==> config.mk <==
export PLATFORM = sky130hd
export DESIGN_NAME = fic_irq_ctrl
export DESIGN_NICKNAME = d
export VERILOG_FILES = /design/src/fic_pkg.sv /design/src/fic_axil_slave.sv /design/src/fic_irq_cells.sv /design/src/fic_irq_ctrl.sv
export VERILOG_INCLUDE_DIRS = /design/src /design/src/src
export SDC_FILE = /design/constraint.sdc
export NUM_CORES = 1
export LEC_CHECK = 0
export BUFFER_PORTS_ARGS = -buffer_cell sky130_fd_sc_hd__buf_2
export CORE_ASPECT_RATIO = 1.25
export CORE_UTILIZATION = 50
export CTS_CLUSTER_DIAMETER = 60
export DETAILED_ROUTE_END_ITERATION = 6
export PLACE_DENSITY = 0.82
export REMOVE_ABC_BUFFERS = 1
export SLEW_MARGIN = 20
export SYNTH_ARGS = -nofsm -noshare
export SYNTH_HDL_FRONTEND = slang
export SYNTH_HIERARCHICAL = 1
export SYNTH_SLANG_ARGS = --single-unit
==> constraint.sdc <==
create_clock -name clk_sys -period 2.8 [get_ports clk_sys]
set_input_delay 0.56 -clock clk_sys [delete_from_list [all_inputs] [get_ports clk_sys]]
set_output_delay 0.56 -clock clk_sys [all_outputs]
set_load 0.03 [all_outputs]
==> src/fic_regs.svh <==
// register offsets, field masks and reset values of the interrupt write ports
`ifndef FIC_REGS_SVH
`define FIC_REGS_SVH

// ----------------------------------------
// bus geometry
// ----------------------------------------
`define FIC_ADDR_W      12
`define FIC_NIRQ        39

// ----------------------------------------
// register byte offsets
// ----------------------------------------
`define FIC_EN_SET_LO   12'h100
`define FIC_EN_SET_HI   12'h104
`define FIC_EN_CLR_LO   12'h180
`define FIC_EN_CLR_HI   12'h184
`define FIC_PD_SET_LO   12'h200
`define FIC_PD_SET_HI   12'h204
`define FIC_PD_CLR_LO   12'h280
`define FIC_PD_CLR_HI   12'h284
`define FIC_EN_STAT_LO  12'h080
`define FIC_EN_STAT_HI  12'h084
`define FIC_PD_STAT_LO  12'h088
`define FIC_PD_STAT_HI  12'h08C

// ----------------------------------------
// field masks and reset values
// ----------------------------------------
`define FIC_EN_LO_MASK  32'hFFFF_5000
`define FIC_PD_LO_MASK  32'hFFFF_500C
`define FIC_HI_MASK     7'h7F
`define FIC_IMPL        39'h7F_FFFF_500C
`define FIC_FIXED_EN    39'h00_0000_000C
`define FIC_IRQ_RESET   39'h00_0000_0000
`define FIC_RESP_OKAY   2'b00
`define FIC_RESP_SLVERR 2'b10

`endif

==> src/fic_pkg.sv <==
// types shared by the interrupt write-port modules
package fic_pkg;

	// read channel sequencer, one-hot
	typedef enum logic [1:0]
	{
		FIC_RD_IDLE = 2'b01,
		FIC_RD_RESP = 2'b10
	} fic_rd_state_t;

	// one bit per interrupt number 0..38
	typedef logic [38:0] fic_irq_vec_t;

endpackage

==> src/fic_axil_slave.sv <==
// axi4-lite slave front end: one write and one read in flight
`timescale 1ns/100ps
`include "fic_regs.svh"

module fic_axil_slave
	import fic_pkg::*;
#(
	parameter int ADDR_W = `FIC_ADDR_W
)
(
	input  wire logic              clk_sys,       // system clock
	input  wire logic              nrst,          // async reset, low
	input  wire logic [ADDR_W-1:0] s_axi_awaddr,  // write address
	input  wire logic              s_axi_awvalid, // write address valid
	output logic                   s_axi_awready, // write address ready
	input  wire logic [31:0]       s_axi_wdata,   // write data
	input  wire logic [3:0]        s_axi_wstrb,   // byte strobes
	input  wire logic              s_axi_wvalid,  // write data valid
	output logic                   s_axi_wready,  // write data ready
	output logic [1:0]             s_axi_bresp,   // write response
	output logic                   s_axi_bvalid,  // write response valid
	input  wire logic              s_axi_bready,  // write response ready
	input  wire logic [ADDR_W-1:0] s_axi_araddr,  // read address
	input  wire logic              s_axi_arvalid, // read address valid
	output logic                   s_axi_arready, // read address ready
	output logic [31:0]            s_axi_rdata,   // read data
	output logic [1:0]             s_axi_rresp,   // read response
	output logic                   s_axi_rvalid,  // read data valid
	input  wire logic              s_axi_rready,  // read data ready
	output logic                   wr_fire,       // register write strobe
	output logic [ADDR_W-1:0]      wr_addr,       // register write address
	output logic [31:0]            wr_data,       // strobe-masked data
	input  wire logic              wr_err,        // write address unmapped
	output logic [ADDR_W-1:0]      rd_addr,       // register read address
	input  wire logic [31:0]       rd_data,       // register read value
	input  wire logic              rd_err         // read address unmapped
);

	logic          aw_hold_reg;
	logic          w_hold_reg;
	fic_rd_state_t rd_state_reg;

	// write fires once both halves are held and no response waits
	assign wr_fire = aw_hold_reg & w_hold_reg & ~s_axi_bvalid;
	assign rd_addr = s_axi_araddr;

	// write address channel
	always_ff @(posedge clk_sys or negedge nrst)
	begin
		if (!nrst)
		begin
			aw_hold_reg   <= 1'b0;
			s_axi_awready <= 1'b1;
			wr_addr       <= '0;
		end
		else if (s_axi_awvalid && s_axi_awready)
		begin
			wr_addr       <= s_axi_awaddr;
			aw_hold_reg   <= 1'b1;
			s_axi_awready <= 1'b0;
		end
		else if (wr_fire)
			aw_hold_reg <= 1'b0;
		else if (s_axi_bvalid && s_axi_bready)
			s_axi_awready <= 1'b1;
	end

	// write data channel, unstrobed bytes become zero (no effect)
	always_ff @(posedge clk_sys or negedge nrst)
	begin
		if (!nrst)
		begin
			w_hold_reg   <= 1'b0;
			s_axi_wready <= 1'b1;
			wr_data      <= 32'h0000_0000;
		end
		else if (s_axi_wvalid && s_axi_wready)
		begin
			wr_data      <= s_axi_wdata & {{8{s_axi_wstrb[3]}}, {8{s_axi_wstrb[2]}},
			                               {8{s_axi_wstrb[1]}}, {8{s_axi_wstrb[0]}}};
			w_hold_reg   <= 1'b1;
			s_axi_wready <= 1'b0;
		end
		else if (wr_fire)
			w_hold_reg <= 1'b0;
		else if (s_axi_bvalid && s_axi_bready)
			s_axi_wready <= 1'b1;
	end

	// write response channel
	always_ff @(posedge clk_sys or negedge nrst)
	begin
		if (!nrst)
		begin
			s_axi_bvalid <= 1'b0;
			s_axi_bresp  <= `FIC_RESP_OKAY;
		end
		else if (wr_fire)
		begin
			s_axi_bvalid <= 1'b1;
			s_axi_bresp  <= wr_err ? `FIC_RESP_SLVERR : `FIC_RESP_OKAY;
		end
		else if (s_axi_bready)
			s_axi_bvalid <= 1'b0;
	end

	// read sequencer, data captured at the address handshake
	always_ff @(posedge clk_sys or negedge nrst)
	begin
		if (!nrst)
		begin
			rd_state_reg  <= FIC_RD_IDLE;
			s_axi_arready <= 1'b1;
			s_axi_rvalid  <= 1'b0;
			s_axi_rdata   <= 32'h0000_0000;
			s_axi_rresp   <= `FIC_RESP_OKAY;
		end
		else
		begin
			case (rd_state_reg)
				FIC_RD_IDLE:
					if (s_axi_arvalid)
					begin
						s_axi_rdata   <= rd_data;
						s_axi_rresp   <= rd_err ? `FIC_RESP_SLVERR : `FIC_RESP_OKAY;
						s_axi_rvalid  <= 1'b1;
						s_axi_arready <= 1'b0;
						rd_state_reg  <= FIC_RD_RESP;
					end
				FIC_RD_RESP:
					if (s_axi_rready)
					begin
						s_axi_rvalid  <= 1'b0;
						s_axi_arready <= 1'b1;
						rd_state_reg  <= FIC_RD_IDLE;
					end
				default:
					rd_state_reg <= FIC_RD_IDLE;
			endcase
		end
	end

endmodule

==> src/fic_irq_cells.sv <==
// per-interrupt enable and pending state with presentation flops
`timescale 1ns/100ps
`include "fic_regs.svh"

module fic_irq_cells
	import fic_pkg::*;
#(
	parameter int           N        = `FIC_NIRQ,
	parameter logic [N-1:0] IMPL     = `FIC_IMPL,
	parameter logic [N-1:0] FIXED_EN = `FIC_FIXED_EN
)
(
	input  wire logic         clk_sys,  // system clock
	input  wire logic         nrst,     // async reset, low
	input  wire logic [N-1:0] en_set,   // enable set, one strobe per interrupt
	input  wire logic [N-1:0] en_clr,   // enable clear
	input  wire logic [N-1:0] pd_set,   // pending force
	input  wire logic [N-1:0] pd_clr,   // pending drop
	input  wire logic [N-1:0] src,      // hardware interrupt level
	output logic [N-1:0]      en_state, // enable bits
	output logic [N-1:0]      pd_state, // pending bits
	output logic [N-1:0]      irq_req   // enabled and pending
);

	genvar k;
	generate
		for (k = 0; k < N; k++)
		begin : g_cell
			// enable bit; fixed bits come up enabled after reset
			always_ff @(posedge clk_sys or negedge nrst)
			begin
				if (!nrst)
					en_state[k] <= 1'b0;
				else if (IMPL[k] && (FIXED_EN[k] || en_set[k]))
					en_state[k] <= 1'b1;
				else if (en_clr[k])
					en_state[k] <= 1'b0;
			end

			// pending bit; a raise in the clearing cycle wins
			always_ff @(posedge clk_sys or negedge nrst)
			begin
				if (!nrst)
					pd_state[k] <= 1'b0;
				else if (IMPL[k] && (src[k] || pd_set[k]))
					pd_state[k] <= 1'b1;
				else if (pd_clr[k])
					pd_state[k] <= 1'b0;
			end

			// presentation to the core
			always_ff @(posedge clk_sys or negedge nrst)
			begin
				if (!nrst)
					irq_req[k] <= 1'b0;
				else
					irq_req[k] <= en_state[k] & pd_state[k];
			end
		end
	endgenerate

endmodule

==> src/fic_irq_ctrl.sv <==
// top of the interrupt enable and pending write ports
//
// Functional notes
// a one in bits 31..16 of the low enable-clear register disables that interrupt number.
// a one in bit 14 or 12 of the low enable-clear register disables interrupt 14 or 12.
// a one in bit k (0..6) of the high enable-clear register disables interrupt 32+k.
// a zero written to enable-clear, pending-set or pending-clear bits changes nothing.
// a one in bits 31..16 of the low pending-set register makes that interrupt pending.
// a one in bit 14 or 12 of the low pending-set register makes interrupt 14 or 12 pending.
// a one in bit 2 or 3 of the low pending-set register makes interrupt 2 or 3 pending.
// a one in bit k (0..6) of the high pending-set register makes interrupt 32+k pending.
// a one in bits 31..16 of the low pending-clear register drops that interrupt's pending state.
// a one in bit 14 or 12 of the low pending-clear register drops pending of interrupt 14 or 12.
// a one in bit 2 or 3 of the low pending-clear register drops pending of interrupt 2 or 3.
// enable-set registers enable interrupt n for each one written to its bit; the code acts only on low bits 31..16, 14, 12 and high bits 0..6.
// a one in bit k (0..6) of the high pending-clear register drops pending of interrupt 32+k.
// an interrupt reaches the core only while both its enable and pending bits are set.
`timescale 1ns/100ps
`include "fic_regs.svh"

module fic_irq_ctrl
	import fic_pkg::*;
#(
	parameter int ADDR_W = `FIC_ADDR_W
)
(
	input  wire logic              clk_sys,       // system clock, 10 MHz
	input  wire logic              nrst,          // async reset, low
	input  wire logic [ADDR_W-1:0] s_axi_awaddr,  // write address
	input  wire logic              s_axi_awvalid, // write address valid
	output logic                   s_axi_awready, // write address ready
	input  wire logic [31:0]       s_axi_wdata,   // write data
	input  wire logic [3:0]        s_axi_wstrb,   // byte strobes
	input  wire logic              s_axi_wvalid,  // write data valid
	output logic                   s_axi_wready,  // write data ready
	output logic [1:0]             s_axi_bresp,   // write response
	output logic                   s_axi_bvalid,  // write response valid
	input  wire logic              s_axi_bready,  // write response ready
	input  wire logic [ADDR_W-1:0] s_axi_araddr,  // read address
	input  wire logic              s_axi_arvalid, // read address valid
	output logic                   s_axi_arready, // read address ready
	output logic [31:0]            s_axi_rdata,   // read data
	output logic [1:0]             s_axi_rresp,   // read response
	output logic                   s_axi_rvalid,  // read data valid
	input  wire logic              s_axi_rready,  // read data ready
	input  wire logic [38:0]       irq_src,       // peripheral levels, same clock
	output logic [38:0]            irq_req,       // presented to the core
	output logic                   irq_any        // any interrupt presented
);

	// ----------------------------------------
	// internal signals
	// ----------------------------------------
	logic              wr_fire;
	logic [ADDR_W-1:0] wr_addr;
	logic [31:0]       wr_data;
	logic              wr_err;
	logic [ADDR_W-1:0] rd_addr;
	logic [31:0]       rd_data;
	logic              rd_err;
	fic_irq_vec_t      en_set_vec;
	fic_irq_vec_t      en_clr_vec;
	fic_irq_vec_t      pd_set_vec;
	fic_irq_vec_t      pd_clr_vec;
	fic_irq_vec_t      en_state;
	fic_irq_vec_t      pd_state;
	fic_irq_vec_t      en_touch;
	fic_irq_vec_t      pd_rise_ok;
	logic              irq_live;

	// ----------------------------------------
	// bus front end
	// ----------------------------------------
	fic_axil_slave #(
		.ADDR_W (ADDR_W)
	) u_bus (
		.clk_sys       (clk_sys),
		.nrst          (nrst),
		.s_axi_awaddr  (s_axi_awaddr),
		.s_axi_awvalid (s_axi_awvalid),
		.s_axi_awready (s_axi_awready),
		.s_axi_wdata   (s_axi_wdata),
		.s_axi_wstrb   (s_axi_wstrb),
		.s_axi_wvalid  (s_axi_wvalid),
		.s_axi_wready  (s_axi_wready),
		.s_axi_bresp   (s_axi_bresp),
		.s_axi_bvalid  (s_axi_bvalid),
		.s_axi_bready  (s_axi_bready),
		.s_axi_araddr  (s_axi_araddr),
		.s_axi_arvalid (s_axi_arvalid),
		.s_axi_arready (s_axi_arready),
		.s_axi_rdata   (s_axi_rdata),
		.s_axi_rresp   (s_axi_rresp),
		.s_axi_rvalid  (s_axi_rvalid),
		.s_axi_rready  (s_axi_rready),
		.wr_fire       (wr_fire),
		.wr_addr       (wr_addr),
		.wr_data       (wr_data),
		.wr_err        (wr_err),
		.rd_addr       (rd_addr),
		.rd_data       (rd_data),
		.rd_err        (rd_err)
	);

	// ----------------------------------------
	// write decode into per-interrupt strobes
	// ----------------------------------------
	// only ones act; zero bits and reserved bits give empty strobes
	always_comb
	begin
		en_set_vec = '0;
		en_clr_vec = '0;
		pd_set_vec = '0;
		pd_clr_vec = '0;
		wr_err     = 1'b0;
		if (wr_addr == `FIC_EN_SET_LO)
			en_set_vec = {7'h00, wr_data & `FIC_EN_LO_MASK};
		else if (wr_addr == `FIC_EN_SET_HI)
			en_set_vec = {wr_data[6:0] & `FIC_HI_MASK, 32'h0000_0000};
		else if (wr_addr == `FIC_EN_CLR_LO)
			en_clr_vec = {7'h00, wr_data & `FIC_EN_LO_MASK};
		else if (wr_addr == `FIC_EN_CLR_HI)
			en_clr_vec = {wr_data[6:0] & `FIC_HI_MASK, 32'h0000_0000};
		else if (wr_addr == `FIC_PD_SET_LO)
			pd_set_vec = {7'h00, wr_data & `FIC_PD_LO_MASK};
		else if (wr_addr == `FIC_PD_SET_HI)
			pd_set_vec = {wr_data[6:0] & `FIC_HI_MASK, 32'h0000_0000};
		else if (wr_addr == `FIC_PD_CLR_LO)
			pd_clr_vec = {7'h00, wr_data & `FIC_PD_LO_MASK};
		else if (wr_addr == `FIC_PD_CLR_HI)
			pd_clr_vec = {wr_data[6:0] & `FIC_HI_MASK, 32'h0000_0000};
		else if (wr_addr == `FIC_EN_STAT_LO || wr_addr == `FIC_EN_STAT_HI ||
		         wr_addr == `FIC_PD_STAT_LO || wr_addr == `FIC_PD_STAT_HI)
			wr_err = 1'b0; // status words ignore writes
		else
			wr_err = 1'b1;
		if (!wr_fire)
		begin
			en_set_vec = '0;
			en_clr_vec = '0;
			pd_set_vec = '0;
			pd_clr_vec = '0;
		end
	end

	// ----------------------------------------
	// read decode
	// ----------------------------------------
	// write-only words read zero; status words show live state
	always_comb
	begin
		rd_data = 32'h0000_0000;
		rd_err  = 1'b0;
		if (rd_addr == `FIC_EN_STAT_LO)
			rd_data = en_state[31:0];
		else if (rd_addr == `FIC_EN_STAT_HI)
			rd_data = {25'h000_0000, en_state[38:32]};
		else if (rd_addr == `FIC_PD_STAT_LO)
			rd_data = pd_state[31:0];
		else if (rd_addr == `FIC_PD_STAT_HI)
			rd_data = {25'h000_0000, pd_state[38:32]};
		else if (rd_addr == `FIC_EN_SET_LO || rd_addr == `FIC_EN_SET_HI ||
		         rd_addr == `FIC_EN_CLR_LO || rd_addr == `FIC_EN_CLR_HI ||
		         rd_addr == `FIC_PD_SET_LO || rd_addr == `FIC_PD_SET_HI ||
		         rd_addr == `FIC_PD_CLR_LO || rd_addr == `FIC_PD_CLR_HI)
			rd_data = 32'h0000_0000;
		else
			rd_err = 1'b1;
	end

	// ----------------------------------------
	// interrupt state
	// ----------------------------------------
	fic_irq_cells #(
		.N        (`FIC_NIRQ),
		.IMPL     (`FIC_IMPL),
		.FIXED_EN (`FIC_FIXED_EN)
	) u_cells (
		.clk_sys  (clk_sys),
		.nrst     (nrst),
		.en_set   (en_set_vec),
		.en_clr   (en_clr_vec),
		.pd_set   (pd_set_vec),
		.pd_clr   (pd_clr_vec),
		.src      (irq_src),
		.en_state (en_state),
		.pd_state (pd_state),
		.irq_req  (irq_req)
	);

	// summary line to the core
	always_ff @(posedge clk_sys or negedge nrst)
	begin
		if (!nrst)
			irq_any <= 1'b0;
		else
			irq_any <= |irq_req;
	end

	// ----------------------------------------
	// checks
	// ----------------------------------------
	assign en_touch   = en_set_vec | en_clr_vec;
	assign pd_rise_ok = pd_set_vec | irq_src;
	assign irq_live   = |(en_state & pd_state);
endmodule

==> results of run 1 <==
how the worst min path moves through the flow:
stage                                     from                   end  slack (ns)  cells past startpoint
after floorplan                           nrst               irq_any        0.26                      0
after global placement    u_cells/en_state[38]  u_cells/en_state[38]        0.47                      1
after detailed placement  u_cells/en_state[20]  u_cells/en_state[20]        0.48                      1
after CTS                                 nrst      u_bus/w_hold_reg        0.15                      1
after global routing                      nrst      u_bus/wr_data[5]        0.17                      1
final                                     nrst      u_bus/w_hold_reg        0.14                      1
per-stage QoR:
| stage | instance area (um2) | util (%) | power [mW] | hold slack, ns |
|---|---|---|---|---|
| detailed placement | 8760 | 56.0 | 3.86 | 0.483 |
| CTS | 9360 | 59.8 | 6.20 | 0.150 |
| finish | 9360 | 59.9 | 6.13 | 0.139 |
| global route | 9360 | 59.8 | 6.41 | 0.173 |
| global placement | 8760 | 56.0 | 3.80 | 0.474 |
| floorplan | 7610 | - | 3.50 | 0.264 |
area by class of cell:
| cell class | instances | area (um2) |
|---|---|---|
| inverters | 56 | 210 |
| diodes | 3 | 7.51 |
| clock inverters | 14 | 154 |
| repair buffers | 165 | 887 |
| well taps | 212 | 265 |
| fillers | 1318 | 6270 |
| flip-flops and latches | 161 | 4030 |
| multi-input cells | 503 | 3370 |
| clock buffers | 18 | 439 |
worst max-delay path: cells and delay by family, from the launching register on:
family                 cells  cell delay (ns)
AOI/OAI and AO/OA          1             0.08
buffers and inverters      2             0.40
DFF                        1             0.42
and+or+nand+nor            6             1.23
layer usage:
metal	vias up	part of all wire, %	GRT usage [%]
li1	2708	-	-
met5	-	0	0
met1	2601	43	27.0
met4	0	2.3	9.30
met3	28	5.1	6.24
met2	144	50	35.6
where the power goes:
| group | internal, mW | leakage [nW] | switching [mW] |
|---|---|---|---|
| clock | 1.35 | 0.284 | 0.977 |
| sequential | 2.62 | 2.02 | 0.265 |
| combinational | 0.377 | 2.76 | 0.539 |
| total | 4.35 | 5.07 | 1.78 |
==> run metrics, run 1 <==
max reg flops=32; DRT iter0 DRCs=between 200 and 300; clock net sink count=roughly 160; Worst Path Max Fanout=18; H-Tree Depth=4; GPL Wtd Cong=slightly below 0.8; reg2reg setup slack=0.57 ns; Clock Pin Slew Worst Setup and Hold Paths=0.07 ns; root buf cell=clkbuf_16; first-pass GRT wire length=approximately 27 mm; count of input and output buffers=153; largest net degree at the start of global routing=68; core area=roughly 16,000 um2; placed instance count=1,097; unrepaired setup endpoints after global routing=false; Max Cap Viol=0; CTS Buf Count=17; r2r startpoint=u_bus/s_axi_bvalid; Power Dens Cells=between 600 and 700 nW/um2; CTS Buffer Depth=2; CTS tree=yes; highest clock rate=approximately 450 MHz; fin nets=1,010; average wire per standard cell=15.1 um; Post-DP HPWL=12.1 mm; Final WS setup=0.575 ns; startpoint types=flip-flop; Leakage=between 5 and 6 nW; hold_buf cts=0; Critical Path AT=approximately 2.6 ns; Post CTS Setup Buffer Count=0; final setup vio count=0; status=completed; final hold violation count=0; drt drc=0; most common cell after layout, fill and taps aside=dfrtp_1; post-layout min period=2.23 ns; worst path cell trace=nor2b_1, nand2_1, inv_1, or3b_2, nor4_4, buf_4, and2_1, nor2_1, o21ai_1; I/O pins=between 150 and 200; via count=~5,500; Post-Syn Area=approximately 8000 um2; GRT overflow=0; Worst Setup SP=u_bus/s_axi_bvalid; Worst Path Required=between 3 and 4 ns; Via density=a little under 5; share of cells above drive strength 1=just under 30%; relative slew slack=38.0%; drt pass-1 iters=4; Tot GR Track Use=a little over a fifth; post-route setup TNS=0 ns; slowest stage delay, CP=~0.55 ns; initial antenna violation count=2; Die W=between 100 and 150 um; min-delay worst type=in -> async; commonest cells after routing, fill and taps aside=dfrtp_1, buf_2, and2_1, nor2_1; Most flops, register=u_bus/s_axi_rdata; slowest CP cell=or3b_2; Crit Path Class=reg -> reg; Post-CTS Resized=0; synthesized area per cell=~11 um2; worst reg2reg path endpoint=u_cells/pd_state[31]; Die H=144 um; Area Growth Syn to Fin=16.7%; Initial Util=51.3%; Pins Over Slew Limit=0; Top Registers=u_bus/s_axi_rdata (32), u_cells/irq_req (27), u_cells/pd_state (27); Rows=just over 50; Synth Warn #=6; worst skew pair latency=between 0.4 and 0.5 ns; R2R cell count=9; clk_skew=about 0.012 ns; vias in the first global route=around 5,300; Setup Slack @ Placement=0.603 ns; Antenna Nets Post-Route=0; Crit. End Element=flip-flop; DIE AREA=about 17,000 um2; fin crit share=between 70% and 80%; Syn Inst Count=between 700 and 800; Max rail drop VDD=just under 0.0005 V; crit path capture=u_cells/pd_state[31]; Worst Max-Slew Pin Slew=0.926 ns; total wire length=~17 mm; final cell count without fillers=~1,100
No activity file was read; power rests on OpenSTA's default activity.
==> inputs of run 2 (changes only) <==
==> constraint.sdc (replaced) <==
create_clock -name clk_sys -period 2.3 [get_ports clk_sys]
set_input_delay 0.46 -clock clk_sys [delete_from_list [all_inputs] [get_ports clk_sys]]
set_output_delay 0.46 -clock clk_sys [all_outputs]
set_load 0.03 [all_outputs]
==> run 2 against run 1 <==
  * First-iteration DRC count decreased by 1.2%
  * Utilization grew 0.15 points
  * Global-route usage fell by 0.19 points
  * Via count decreased by 0.33%
  * Power up 20%
  * Critical path type unchanged
  * Critical endpoint is now u_cells/en_state[20]
  * Largest power group unchanged
  * Highest routed layer is now met5
==> run metrics, run 2 (synthesized netlist as in run 1, its figures left out) <==
status=completed; Pins Over Slew Limit=0 (unchanged); Max rail drop VDD=0.000692 V (+44%); CTS tree=yes; Worst Max-Slew Pin Slew=0.689 ns (-0.237 ns); Setup Slack @ Placement=0.145 ns (-0.458 ns); startpoint types=flip-flop; post-route setup TNS=0 ns (unchanged); Crit Path Class=reg -> reg; min-delay worst type=in -> async; count of input and output buffers=153 (unchanged); multi-input logic area=3370 um2 (unchanged); Final WS setup=0.193 ns (-0.381 ns); largest net degree at the start of global routing=92 (+35%); most common cell after layout, fill and taps aside=dfrtp_1; Top Registers=u_bus/s_axi_rdata (32), u_cells/irq_req (27), u_cells/pd_state (27); core area=15,600 um2 (unchanged); initial antenna violation count=3 (+1); Tot GR Track Use=21.7% (-0.19 points); total wire length=16.9 mm (-1.2%); highest clock rate=475 MHz (+5.6%); DRT iter0 DRCs=252 (-1.2%); Worst Path Required=2.66 ns (-0.49 ns); drt drc=0 (unchanged); Rows=51 (unchanged); DIE AREA=16,600 um2 (unchanged); final hold violation count=0 (unchanged); Die W=115 um (unchanged); fin nets=1,012 (+0.20%); worst skew pair latency=0.42 ns (about the same); unrepaired setup endpoints after global routing=false; Leakage=5.08 nW (+0.28%); I/O pins=187 (unchanged); gr busiest metal=met2; CTS Buf Count=17 (unchanged); fin crit share=91.6% (+12 points); filler instances=1,270 (-3.6%); post-layout min period=2.11 ns (-0.119 ns); max reg flops=32 (unchanged); vias in the first global route=5,355 (+1.9%); clk_skew=0.00967 ns (-0.00273 ns); commonest cells after routing, fill and taps aside=dfrtp_1, buf_2, and2_1, nor2_1; Max Cap Viol=0 (unchanged); Crit. End Element=flip-flop; Via density=4.82 (-0.42%); Power Dens Cells=783 nW/um2 (+20%); share of cells above drive strength 1=28.7% (-0.28 points); met2 Use GR=35.9% (+0.25 points); relative slew slack=54.0% (+16 points); FF+latch area=4030 um2 (unchanged); Post CTS Setup Buffer Count=0 (unchanged); drt pass-1 iters=4 (unchanged); Die H=144 um (unchanged); clock net sink count=161 (unchanged); Post-CTS Resized=0 (unchanged); H-Tree Depth=4 (unchanged); average wire per standard cell=14.9 um (-1.3%); final setup vio count=0 (unchanged); GRT overflow=0 (unchanged); Worst Path Max Fanout=18 (unchanged); Initial Util=51.3% (unchanged); Critical Path AT=2.46 ns (-0.12 ns); CTS Buffer Depth=2 (unchanged); via count=5,463 (-0.33%); Antenna Nets Post-Route=0 (unchanged); GPL Wtd Cong=0.811 (+3.8%); M3 GR Usage=5.78% (-0.46 points); Area Growth Syn to Fin=17.0%; root buf cell=clkbuf_16; Clock Pin Slew Worst Setup and Hold Paths=0.06 ns (about the same); hold_buf cts=0 (unchanged); first-pass GRT wire length=26.7 mm (-0.39%); Post-DP HPWL=11.8 mm (-2.2%); met1 usage=27.0% (about the same); Most flops, register=u_bus/s_axi_rdata; final core utilization=60.0% (+0.15 points)
run 2: changes by cell type in the layout (fill, tap and decap cells not counted), sizes merged:
cell and delta:
clkinvlp -1, clkbuf +4, diode -1, inv -5
clkinv +2, buf +2
run 2: path summary, 6_finish.rpt:
kind	slack, ns	from	depth (start not counted)	to
hold reg to reg	0.49	u_bus/s_axi_awready	1	u_bus/s_axi_awready
setup reg to reg	0.19	u_bus/s_axi_bvalid	8	u_cells/en_state[20]
max in group asynchronous	1.83	nrst	2	u_cells/pd_state[22]
min in group clk_sys	0.19	s_axi_awvalid	2	u_bus/s_axi_awready
setup / recovery	0.19	u_bus/s_axi_bvalid	8	u_cells/en_state[20]
hold / removal	0.04	nrst	2	u_bus/wr_data[5]
run 2: stage by stage:
stage          cell area [um2]  cells  power [mW]  hold WS, ns
6_report                  9390   1133        7.35       0.0353
5_1_grt                   9380   1131        7.70       0.0584
4_1_cts                   9380   1131        7.42       0.0463
3_5_place_dp              8810   1099        4.69        0.485
3_3_place_gp              8810   1099        4.63        0.475
2_1_floorplan             7610    720        4.26        0.164
run 2: layout make-up:
type	count	share of cell area, %
diodes	2	0.0533
clock buffers	22	4.84
clock inverters	10	1.20
inverters	56	2.24
multi-input cells	503	35.9
flip-flops and latches	161	43.0
well taps	212	2.83
repair buffers	167	10.0
run 2: power breakdown:
part | switching (mW) | total, mW | internal (mW)
Sequential | 0.319 | 3.51 | 3.19
Combinational | 0.646 | 1.12 | 0.469
Clock | 1.10 | 2.72 | 1.62
run 2: critical path, cell delays in order (launching register included):
cell and delay (ns):
dfrtp_1 0.40, nor2b_1 0.17, nand2_1 0.13, inv_1 0.12, or3b_2 0.54, nor4_4 0.17
buf_4 0.27, and2_1 0.16, a21o_1 0.09
run 2: per-layer routing:
metal / up-vias / wire length (um) / share of wire (%)
met1: 2609 / 7300 / 43
met3: 21 / 873 / 5.2
met4: 2 / 246 / 1.5
met2: 135 / 8490 / 50
met5: - / 13 / 0.077
li1: 2696 / - / -
